File: src/pkg/hib_params.svh
`ifndef HIB_PARAMS_SVH
`define HIB_PARAMS_SVH

// Register byte offsets.
`define HIB_OFS_COUNTER      8'h00
`define HIB_OFS_MATCH0       8'h04
`define HIB_OFS_MATCH1       8'h08
`define HIB_OFS_LOAD         8'h0c
`define HIB_OFS_CONTROL      8'h10
`define HIB_OFS_IRQ_MASK     8'h14
`define HIB_OFS_IRQ_RAW      8'h18
`define HIB_OFS_IRQ_MASKED   8'h1c
`define HIB_OFS_IRQ_CLEAR    8'h20

// Reset values.
`define HIB_RST_COUNTER      32'h0000_0000
`define HIB_RST_MATCH        32'hffff_ffff
`define HIB_RST_LOAD         32'hffff_ffff
`define HIB_RST_IRQ          4'h0

// Control register bit positions.
`define HIB_CTL_CLOCK_ENABLE 6
`define HIB_CTL_BATT_MON     5
`define HIB_CTL_WAKE_PIN     4
`define HIB_CTL_COUNTER_WAKE 3
`define HIB_CTL_CLOCK_SEL    2
`define HIB_CTL_HIB_REQUEST  1
`define HIB_CTL_COUNTER_EN   0
`define HIB_CTL_WIDTH        7
// Bit 31 of the control register reads as one, as after reset.
`define HIB_CTL_FIXED_ONES   32'h8000_0000

// Interrupt status bit positions.
`define HIB_IRQ_MATCH0       0
`define HIB_IRQ_MATCH1       1
`define HIB_IRQ_LOW_BATTERY  2
`define HIB_IRQ_WAKE_PIN     3
`define HIB_IRQ_WIDTH        4

// Crystal path divide ratio.
`define HIB_DIV_RATIO        128

`endif

File: src/pkg/hib_pkg.sv
`default_nettype none

package hib_pkg;

  typedef struct packed {
    logic        read;
    logic        write;
    logic [7:0]  address;
    logic [31:0] writedata;
    logic [3:0]  byteenable;
  } avl_req_t;

  typedef struct packed {
    logic module_clock_enable;
    logic battery_monitor_enable;
    logic wake_pin_enable;
    logic counter_wake_enable;
    logic module_clock_select;
    logic hibernation_request;
    logic counter_enable;
  } control_t;

  typedef enum logic [0:0] {
    st_awake,
    st_hibernating
  } power_state_t;

endpackage

`default_nettype wire

File: src/design/pin_sync.sv
`timescale 1ns/1ps
`default_nettype none

module pin_sync #(
  parameter int WIDTH = 3
) (
  input  wire logic             clk_sys,
  input  wire logic             reset_n,
  input  wire logic [WIDTH-1:0] pin_in,
  output logic      [WIDTH-1:0] pin_out
);

  logic [WIDTH-1:0] meta_q;
  logic [WIDTH-1:0] sync_q;

  // The first stage feeds only the second stage, never any other logic.
  genvar i;
  generate
    for (i = 0; i < WIDTH; i++) begin : g_bit
      always_ff @(posedge clk_sys or negedge reset_n) begin
        if (!reset_n) begin
          meta_q[i] <= 1'b0;
          sync_q[i] <= 1'b0;
        end else begin
          meta_q[i] <= pin_in[i];
          sync_q[i] <= meta_q[i];
        end
      end
    end
  endgenerate

  assign pin_out = sync_q;

endmodule // pin_sync

`default_nettype wire

File: src/design/tick_divider.sv
`timescale 1ns/1ps
`default_nettype none
`include "hib_params.svh"

module tick_divider #(
  parameter int DIV_RATIO = `HIB_DIV_RATIO
) (
  input  wire logic clk_sys,
  input  wire logic reset_n,
  input  wire logic osc_level,
  input  wire logic use_raw,
  input  wire logic run,
  output logic      tick
);

  localparam int CW = $clog2(DIV_RATIO);

  logic          osc_prev_q;
  logic          osc_prev_d;
  logic [CW-1:0] div_q;
  logic [CW-1:0] div_d;
  logic          osc_rise;

  // The oscillator is sampled on the system clock, so its rate must stay
  // well below half of clk_sys; faster crystals lose edges here.
  assign osc_rise = osc_level & ~osc_prev_q;

  always_comb begin
    osc_prev_d = osc_level;
    div_d      = div_q;
    tick       = 1'b0;
    if (run && osc_rise) begin
      if (use_raw) begin
        tick = 1'b1;
      end else if (div_q == CW'(DIV_RATIO - 1)) begin
        div_d = '0;
        tick  = 1'b1;
      end else begin
        div_d = div_q + CW'(1);
      end
    end
  end

  always_ff @(posedge clk_sys or negedge reset_n) begin
    if (!reset_n) begin
      osc_prev_q <= 1'b0;
      div_q      <= '0;
    end else begin
      osc_prev_q <= osc_prev_d;
      div_q      <= div_d;
    end
  end

endmodule // tick_divider

`default_nettype wire

File: src/design/hibernation_control.sv
// How it works
// - Battery monitor enable gates low-battery detection.
// - Wake pin enable lets pin re-power device.
// - Counter wake enable lets matches re-power device.
// - Clock select: crystal divided 128, or raw.
// - Request bit starts hibernation; wake clears it.
// - Load register write sets counter; counter read-only.
`timescale 1ns/1ps
`default_nettype none
`include "hib_params.svh"

module hibernation_control (
  input  wire logic              clk_sys,
  input  wire logic              reset_n,
  input  wire hib_pkg::avl_req_t avl_req,
  output logic [31:0]            avl_readdata,
  output logic                   avl_waitrequest,
  input  wire logic              osc_in,
  input  wire logic              wake_n_pin,
  input  wire logic              battery_low_pin,
  output logic                   power_cut,
  output logic                   irq
);

  import hib_pkg::*;

  // Synchronised pins.
  logic       osc_sync;
  logic       wake_n_sync;
  logic       batt_low_sync;
  logic [2:0] pins_sync;

  pin_sync #(
    .WIDTH (3)
  ) u_pin_sync (
    .clk_sys (clk_sys),
    .reset_n (reset_n),
    .pin_in  ({battery_low_pin, wake_n_pin, osc_in}),
    .pin_out (pins_sync)
  );

  assign osc_sync      = pins_sync[0];
  assign wake_n_sync   = pins_sync[1];
  assign batt_low_sync = pins_sync[2];

  // Register file state.
  control_t                  ctl_q;
  control_t                  ctl_d;
  logic [31:0]               counter_q;
  logic [31:0]               counter_d;
  logic [31:0]               match0_q;
  logic [31:0]               match0_d;
  logic [31:0]               match1_q;
  logic [31:0]               match1_d;
  logic [31:0]               load_q;
  logic [31:0]               load_d;
  logic [`HIB_IRQ_WIDTH-1:0] irq_mask_q;
  logic [`HIB_IRQ_WIDTH-1:0] irq_mask_d;
  logic [`HIB_IRQ_WIDTH-1:0] irq_raw_q;
  logic [`HIB_IRQ_WIDTH-1:0] irq_raw_d;

  // Bus handshake state.
  logic        ack_q;
  logic        ack_d;
  logic [31:0] rdata_q;
  logic [31:0] rdata_d;

  // Power state.
  power_state_t state_q;
  power_state_t state_d;
  logic         wake_n_prev_q;
  logic         wake_n_prev_d;

  // Event terms.
  logic                      tick;
  logic                      counter_run;
  logic                      pin_event;
  logic                      match0_hit;
  logic                      match1_hit;
  logic                      low_battery;
  logic                      wake_event;
  logic [`HIB_IRQ_WIDTH-1:0] irq_events;
  logic                      wr_take;
  logic                      rd_take;
  logic [31:0]               ctl_word;
  logic [31:0]               wmask;
  logic [31:0]               irq_mask_word;
  logic [31:0]               irq_raw_word;
  logic [31:0]               irq_pend_word;
  logic                      power_cut_d;
  logic                      irq_d;

  // The module clock enable gates every tick, so a stopped module keeps
  // both the divider phase and the counter value.
  assign counter_run = ctl_q.module_clock_enable & ctl_q.counter_enable;

  tick_divider #(
    .DIV_RATIO (`HIB_DIV_RATIO)
  ) u_tick_divider (
    .clk_sys   (clk_sys),
    .reset_n   (reset_n),
    .osc_level (osc_sync),
    .use_raw   (ctl_q.module_clock_select),
    .run       (counter_run),
    .tick      (tick)
  );

  // Matches are judged on the tick at which the counter holds the value,
  // so a held counter raises one event per tick, not one per clk_sys.
  assign match0_hit  = tick && (counter_q == match0_q);
  assign match1_hit  = tick && (counter_q == match1_q);
  // The edge register resets low like the synchroniser, so the pin settling
  // to its idle high level after reset is not taken for a wake edge.
  assign pin_event   = wake_n_prev_q & ~wake_n_sync;
  // Low battery is a level: its status bit sets again on every cycle while
  // the condition lasts, so a clear only sticks once the pin has dropped.
  assign low_battery = ctl_q.battery_monitor_enable & batt_low_sync;

  always_comb begin
    irq_events = '0;
    irq_events[`HIB_IRQ_MATCH0]      = match0_hit;
    irq_events[`HIB_IRQ_MATCH1]      = match1_hit;
    irq_events[`HIB_IRQ_LOW_BATTERY] = low_battery;
    irq_events[`HIB_IRQ_WAKE_PIN]    = pin_event;
  end

  always_comb begin
    wake_event = 1'b0;
    if (ctl_q.wake_pin_enable && pin_event) begin
      wake_event = 1'b1;
    end
    if (ctl_q.counter_wake_enable && (match0_hit || match1_hit)) begin
      wake_event = 1'b1;
    end
  end

  // Avalon slave: one wait cycle, then the answer at the next edge.
  assign avl_waitrequest = (avl_req.read | avl_req.write) & ~ack_q;
  assign wr_take         = avl_req.write & ack_q;
  assign rd_take         = avl_req.read & ~ack_q;
  assign avl_readdata    = rdata_q;

  always_comb begin
    ctl_word = `HIB_CTL_FIXED_ONES;
    ctl_word[`HIB_CTL_WIDTH-1:0] = ctl_q;
  end

  // One byte lane of the write mask per byteenable bit.
  genvar lane;
  generate
    for (lane = 0; lane < 4; lane++) begin : g_lane
      assign wmask[8*lane +: 8] = {8{avl_req.byteenable[lane]}};
    end
  endgenerate

  // Status words are zero-extended to the bus width.
  always_comb begin
    irq_mask_word = '0;
    irq_raw_word  = '0;
    irq_pend_word = '0;
    irq_mask_word[`HIB_IRQ_WIDTH-1:0] = irq_mask_q;
    irq_raw_word[`HIB_IRQ_WIDTH-1:0]  = irq_raw_q;
    irq_pend_word[`HIB_IRQ_WIDTH-1:0] = irq_raw_q & irq_mask_q;
  end

  always_comb begin
    // Read data are captured at the edge that first sees the request and
    // then stand through the answer cycle, so a tick cannot tear the word.
    ack_d   = (avl_req.read | avl_req.write) & ~ack_q;
    rdata_d = rdata_q;
    if (rd_take) begin
      case (avl_req.address)
        `HIB_OFS_COUNTER:    rdata_d = counter_q;
        `HIB_OFS_MATCH0:     rdata_d = match0_q;
        `HIB_OFS_MATCH1:     rdata_d = match1_q;
        `HIB_OFS_LOAD:       rdata_d = load_q;
        `HIB_OFS_CONTROL:    rdata_d = ctl_word;
        `HIB_OFS_IRQ_MASK:   rdata_d = irq_mask_word;
        `HIB_OFS_IRQ_RAW:    rdata_d = irq_raw_word;
        `HIB_OFS_IRQ_MASKED: rdata_d = irq_pend_word;
        default:             rdata_d = 32'h0;
      endcase
    end
  end

  // Register updates and the counter.
  always_comb begin
    ctl_d      = ctl_q;
    match0_d   = match0_q;
    match1_d   = match1_q;
    load_d     = load_q;
    irq_mask_d = irq_mask_q;
    irq_raw_d  = irq_raw_q;
    counter_d  = counter_q;

    if (tick) begin
      counter_d = counter_q + 32'h1;
    end

    // Hardware drops the request on wake; a write in the same cycle that
    // sets it again is taken as a fresh request.
    if (wake_event) begin
      ctl_d.hibernation_request = 1'b0;
    end

    if (wr_take) begin
      case (avl_req.address)
        `HIB_OFS_MATCH0: begin
          match0_d = (match0_q & ~wmask) | (avl_req.writedata & wmask);
        end
        `HIB_OFS_MATCH1: begin
          match1_d = (match1_q & ~wmask) | (avl_req.writedata & wmask);
        end
        `HIB_OFS_LOAD: begin
          load_d    = (load_q & ~wmask) | (avl_req.writedata & wmask);
          counter_d = load_d;
        end
        `HIB_OFS_CONTROL: begin
          if (avl_req.byteenable[0]) begin
            ctl_d = avl_req.writedata[`HIB_CTL_WIDTH-1:0];
          end
        end
        `HIB_OFS_IRQ_MASK: begin
          if (avl_req.byteenable[0]) begin
            irq_mask_d = avl_req.writedata[`HIB_IRQ_WIDTH-1:0];
          end
        end
        `HIB_OFS_IRQ_CLEAR: begin
          if (avl_req.byteenable[0]) begin
            irq_raw_d = irq_raw_q & ~avl_req.writedata[`HIB_IRQ_WIDTH-1:0];
          end
        end
        default: begin
        end
      endcase
    end

    // New events are applied after the clear so that none is lost.
    irq_raw_d = irq_raw_d | irq_events;
  end

  // Power sequencing: cut power while a request stands, restore on wake.
  always_comb begin
    state_d       = state_q;
    wake_n_prev_d = wake_n_sync;
    case (state_q)
      st_awake: begin
        if (ctl_q.hibernation_request && !wake_event) begin
          state_d = st_hibernating;
        end
      end
      st_hibernating: begin
        if (wake_event || !ctl_q.hibernation_request) begin
          state_d = st_awake;
        end
      end
      default: begin
        state_d = st_awake;
      end
    endcase
  end

  // Outputs are registered from next-state values, so each one moves at the
  // same edge as the state it reports.
  always_comb begin
    power_cut_d = (state_d == st_hibernating);
    irq_d       = |(irq_raw_d & irq_mask_d);
  end

  always_ff @(posedge clk_sys or negedge reset_n) begin
    if (!reset_n) begin
      ctl_q         <= '0;
      counter_q     <= `HIB_RST_COUNTER;
      match0_q      <= `HIB_RST_MATCH;
      match1_q      <= `HIB_RST_MATCH;
      load_q        <= `HIB_RST_LOAD;
      irq_mask_q    <= `HIB_RST_IRQ;
      irq_raw_q     <= `HIB_RST_IRQ;
      ack_q         <= 1'b0;
      rdata_q       <= 32'h0;
      state_q       <= st_awake;
      wake_n_prev_q <= 1'b0;
      power_cut     <= 1'b0;
      irq           <= 1'b0;
    end else begin
      ctl_q         <= ctl_d;
      counter_q     <= counter_d;
      match0_q      <= match0_d;
      match1_q      <= match1_d;
      load_q        <= load_d;
      irq_mask_q    <= irq_mask_d;
      irq_raw_q     <= irq_raw_d;
      ack_q         <= ack_d;
      rdata_q       <= rdata_d;
      state_q       <= state_d;
      wake_n_prev_q <= wake_n_prev_d;
      power_cut     <= power_cut_d;
      irq           <= irq_d;
    end
  end

endmodule // hibernation_control

`default_nettype wire

File: config.mk
export PLATFORM = sky130hd
export DESIGN_NAME = hibernation_control
export DESIGN_NICKNAME = d
export VERILOG_FILES = /design/src/pkg/hib_pkg.sv /design/src/design/pin_sync.sv /design/src/design/tick_divider.sv /design/src/design/hibernation_control.sv
export VERILOG_INCLUDE_DIRS = /design/src /design/src/pkg
export SDC_FILE = /design/constraint.sdc
export NUM_CORES = 1
export LEC_CHECK = 0
export BUFFER_PORTS_ARGS = -buffer_cell sky130_fd_sc_hd__buf_2
export CAP_MARGIN = 25
export CORE_MARGIN = 2
export CORE_UTILIZATION = 45
export DETAILED_ROUTE_END_ITERATION = 10
export GPL_TIMING_DRIVEN = 0
export PLACE_DENSITY_LB_ADDON = 0.25
export SLEW_MARGIN = 25
export SYNTH_ARGS = -nofsm -noshare
export SYNTH_HDL_FRONTEND = slang
export SYNTH_SLANG_ARGS = --single-unit
File: constraint.sdc
create_clock -name clk_sys -period 6.1 [get_ports clk_sys]
set_clock_uncertainty 0.1 [all_clocks]
set_input_delay 0.305 -clock clk_sys [delete_from_list [all_inputs] [get_ports clk_sys]]
set_output_delay 0.305 -clock clk_sys [all_outputs]
set_load 0.02 [all_outputs]
==> impl_metrics.json <==
{
  "drv_slew": 0,
  "clk_pin_slew_ns": 0.07,
  "wirelength_mm": 28.09,
  "via_per_inst": 5.914,
  "status": "finished clean",
  "min_path_type": "primary input to flip-flop",
  "cts_tree": "built",
  "num_rows": 54,
  "antenna_left": 0,
  "cts_root_buffer": "clkbuf_16",
  "cts_made_buffers": 17,
  "overflow": 0,
  "crit_type": "primary input to flip-flop",
  "critPathRequiredTime_ns": 6.39,
  "layout-drive-gt1-share_pct": 26.65,
  "syn_area_per_cell_um2": 11.06,
  "grt_pass1_vias": 7627,
  "n_antenna_cell": 0,
  "drt_pass1_iterations": 8,
  "syn_to_final_growth_pct": 14.75,
  "synth-seq-cells": 193,
  "cts_sinks": 193,
  "critPathArrivalTime_ns": 3.26,
  "grt_max_degree": 90,
  "drv_cap": 0,
  "yosysTopAreaCellShare_pct": 25.54,
  "grt_use_total_pct": 24.58,
  "grt_pass1_wl_mm": 44.26,
  "pre_cts_ws_ns": 2.865,
  "dp_hpwl_mm": 19.95,
  "crit_fanout": 10,
  "sw_frac_of_total_pct": 25.93,
  "post-route-period-util_pct": 48.74,
  "startpoint_type": "primary input",
  "hold_ws_ns": 0.01141,
  "synth-edff-count": 0,
  "wl_per_cell_um": 21.73,
  "synthArstFlopShare_pct": 100.0,
  "p_leak_uw": 0.004604,
  "setup_violations": 0,
  "clk_latency_ns": 0.44,
  "period_minus_slack_ns": 2.973,
  "die_h_um": 152.1,
  "ys_seq_area_share_pct": 50.13,
  "seqPwrFrac_pct": 50.1,
  "htree_levels": 4,
  "io_buffers": 82,
  "nNetsFinal": 1053,
  "fin_ws_ns": 3.127,
  "ios": 86,
  "synth_cell_type_count": 56,
  "synth_area_leader_cell": "dfstp_2",
  "p_switching_uw": 688.7,
  "yosysMostFrequentCell": "dfrtp_1",
  "intPower_uw": 1967,
  "synth_area_um2": 9874,
  "clock.fmax_mhz": 336.3,
  "synthCells": 893,
  "die_w_um": 152.1,
  "total_power_uw": 2656,
  "peakVddDrop_v": 0.0001892,
  "utilization_pct": 52.24,
  "synth.area.top_cells": "dfstp_2 (26%), dfrtp_1 (25%), mux2_1 (7.3%)",
  "postCtsSetupBuffers": 0,
  "worst_pin_slew_ns": 1.068,
  "clock_path_buffers": 2,
  "rsz0062_at_grt": "no",
  "relSlewSlack_pct": 28.24,
  "critical_path.endpoint_type": "flip-flop",
  "ys.flop_type": "dfrtp_1",
  "hold_viol_final": 0,
  "core_area_um2": 21690,
  "globalplace.congestion": 0.9008,
  "syn-num-nets": 946,
  "antenna_found_initial": 0,
  "start_util_pct": 45.53,
  "yosysWarnings": 0,
  "num_vias": 7647,
  "clock_power_share_pct": 42.6,
  "final.setup.tns_ns": 0,
  "ys_top_cells_by_count": "dfrtp_1 (97), dfstp_2 (96), xnor2_1 (81)",
  "drc": 0,
  "drt_iter0_drc": 821,
  "pwr-share-comb_pct": 7.3,
  "p_per_area_nw_per_um2": 234.4,
  "dieArea_um2": 23140
}
routing by layer:
metal / vias up / wire length, um / global-route usage, %
li1: 3456 / - / -
met3: 44 / 1914 / 5.034
met5: - / 0 / 0
met1: 3861 / 12770 / 35.44
met4: 0 / 760 / 8.678
met2: 286 / 12650 / 37.02
stage by stage:
stage	instance area (um2)	cells
after floorplan	9874	893
after global placement	10640	1255
after detailed placement	10700	1257
after CTS	11320	1293
after global routing	11330	1293
final	11330	1293
critical path, stage by stage:
cell and delay, ns:
buf_2 0.10, nor4_1 0.49, nand2_1 0.27, nor3_1 0.88, clkbuf_1 0.60, a222oi_1 0.16, a21oi_1 0.32, a21o_1 0.12
cells by family (layout without fill, tap and decap cells):
group           after synthesis  after routing  synth area share, %
simple gates                231            231                12.51
buf+inv                      75            195                2.965
mux                         116            116                13.13
flops                       193            193                50.13
fa+ha+maj                     2              2               0.2534
compound gates              177            177                12.24
xor+xnor                     99             99                8.781
what timing repair did:
item                                   in CTS  in global routing
hold buffers                                4                  0
endpoints found under the hold margin      39                  0
setup endpoints to repair                   0                  0
gates resized for setup                     0                  0
final cells by class:
class	count	area (um2)
timing repair buffer	88	515.5
sequential	193	4950
buffer	67	262.8
multi-input combinational	625	4638
inverter	8	30.03
clock inverter	14	145.1
clock buffer	18	439.2
tap	280	350.3
fill	1932	10360
power by group through the flow:
stage	sequential, uW	combinational [uW]	clock, uW
3_5_place_dp	1350	190	0
3_3_place_gp	1350	183	0
6_report	1330	193	1130
2_1_floorplan	1350	89.9	0
4_1_cts	1330	194	1150
5_1_grt	1330	211	1200
worst paths after layout:
check                                     start                    endpoint  slack (ns)  cells after the start
max in group asynchronous               reset_n  asynchronous set/reset pin        4.93                      3
min                                 avl_req[22]                  load_q[18]        0.01                      2
max                                 avl_req[37]            avl_readdata[27]        3.13                      8
max reg2reg                       counter_q[14]               counter_q[31]        3.36                      7
min reg2reg                u_pin_sync.meta_q[1]       u_pin_sync.pin_out[1]        0.25                      0
min in group asynchronous               reset_n        u_pin_sync.meta_q[1]        0.21                      2
placed cells by master (no fill, tap or decap), drive strengths merged, types with 26 or more instances in the layout:
cell type  synthesis  routed
nor2b             27      27
xnor2             81      81
dfrtp             97      97
a21oi             38      38
mux2             102     102
dfstp             96      96
nand2             80      80
buf               11      95
o21ai             41      41
clkbuf            56      74
a211oi            26      26
Power figures use the tool's default switching activity.
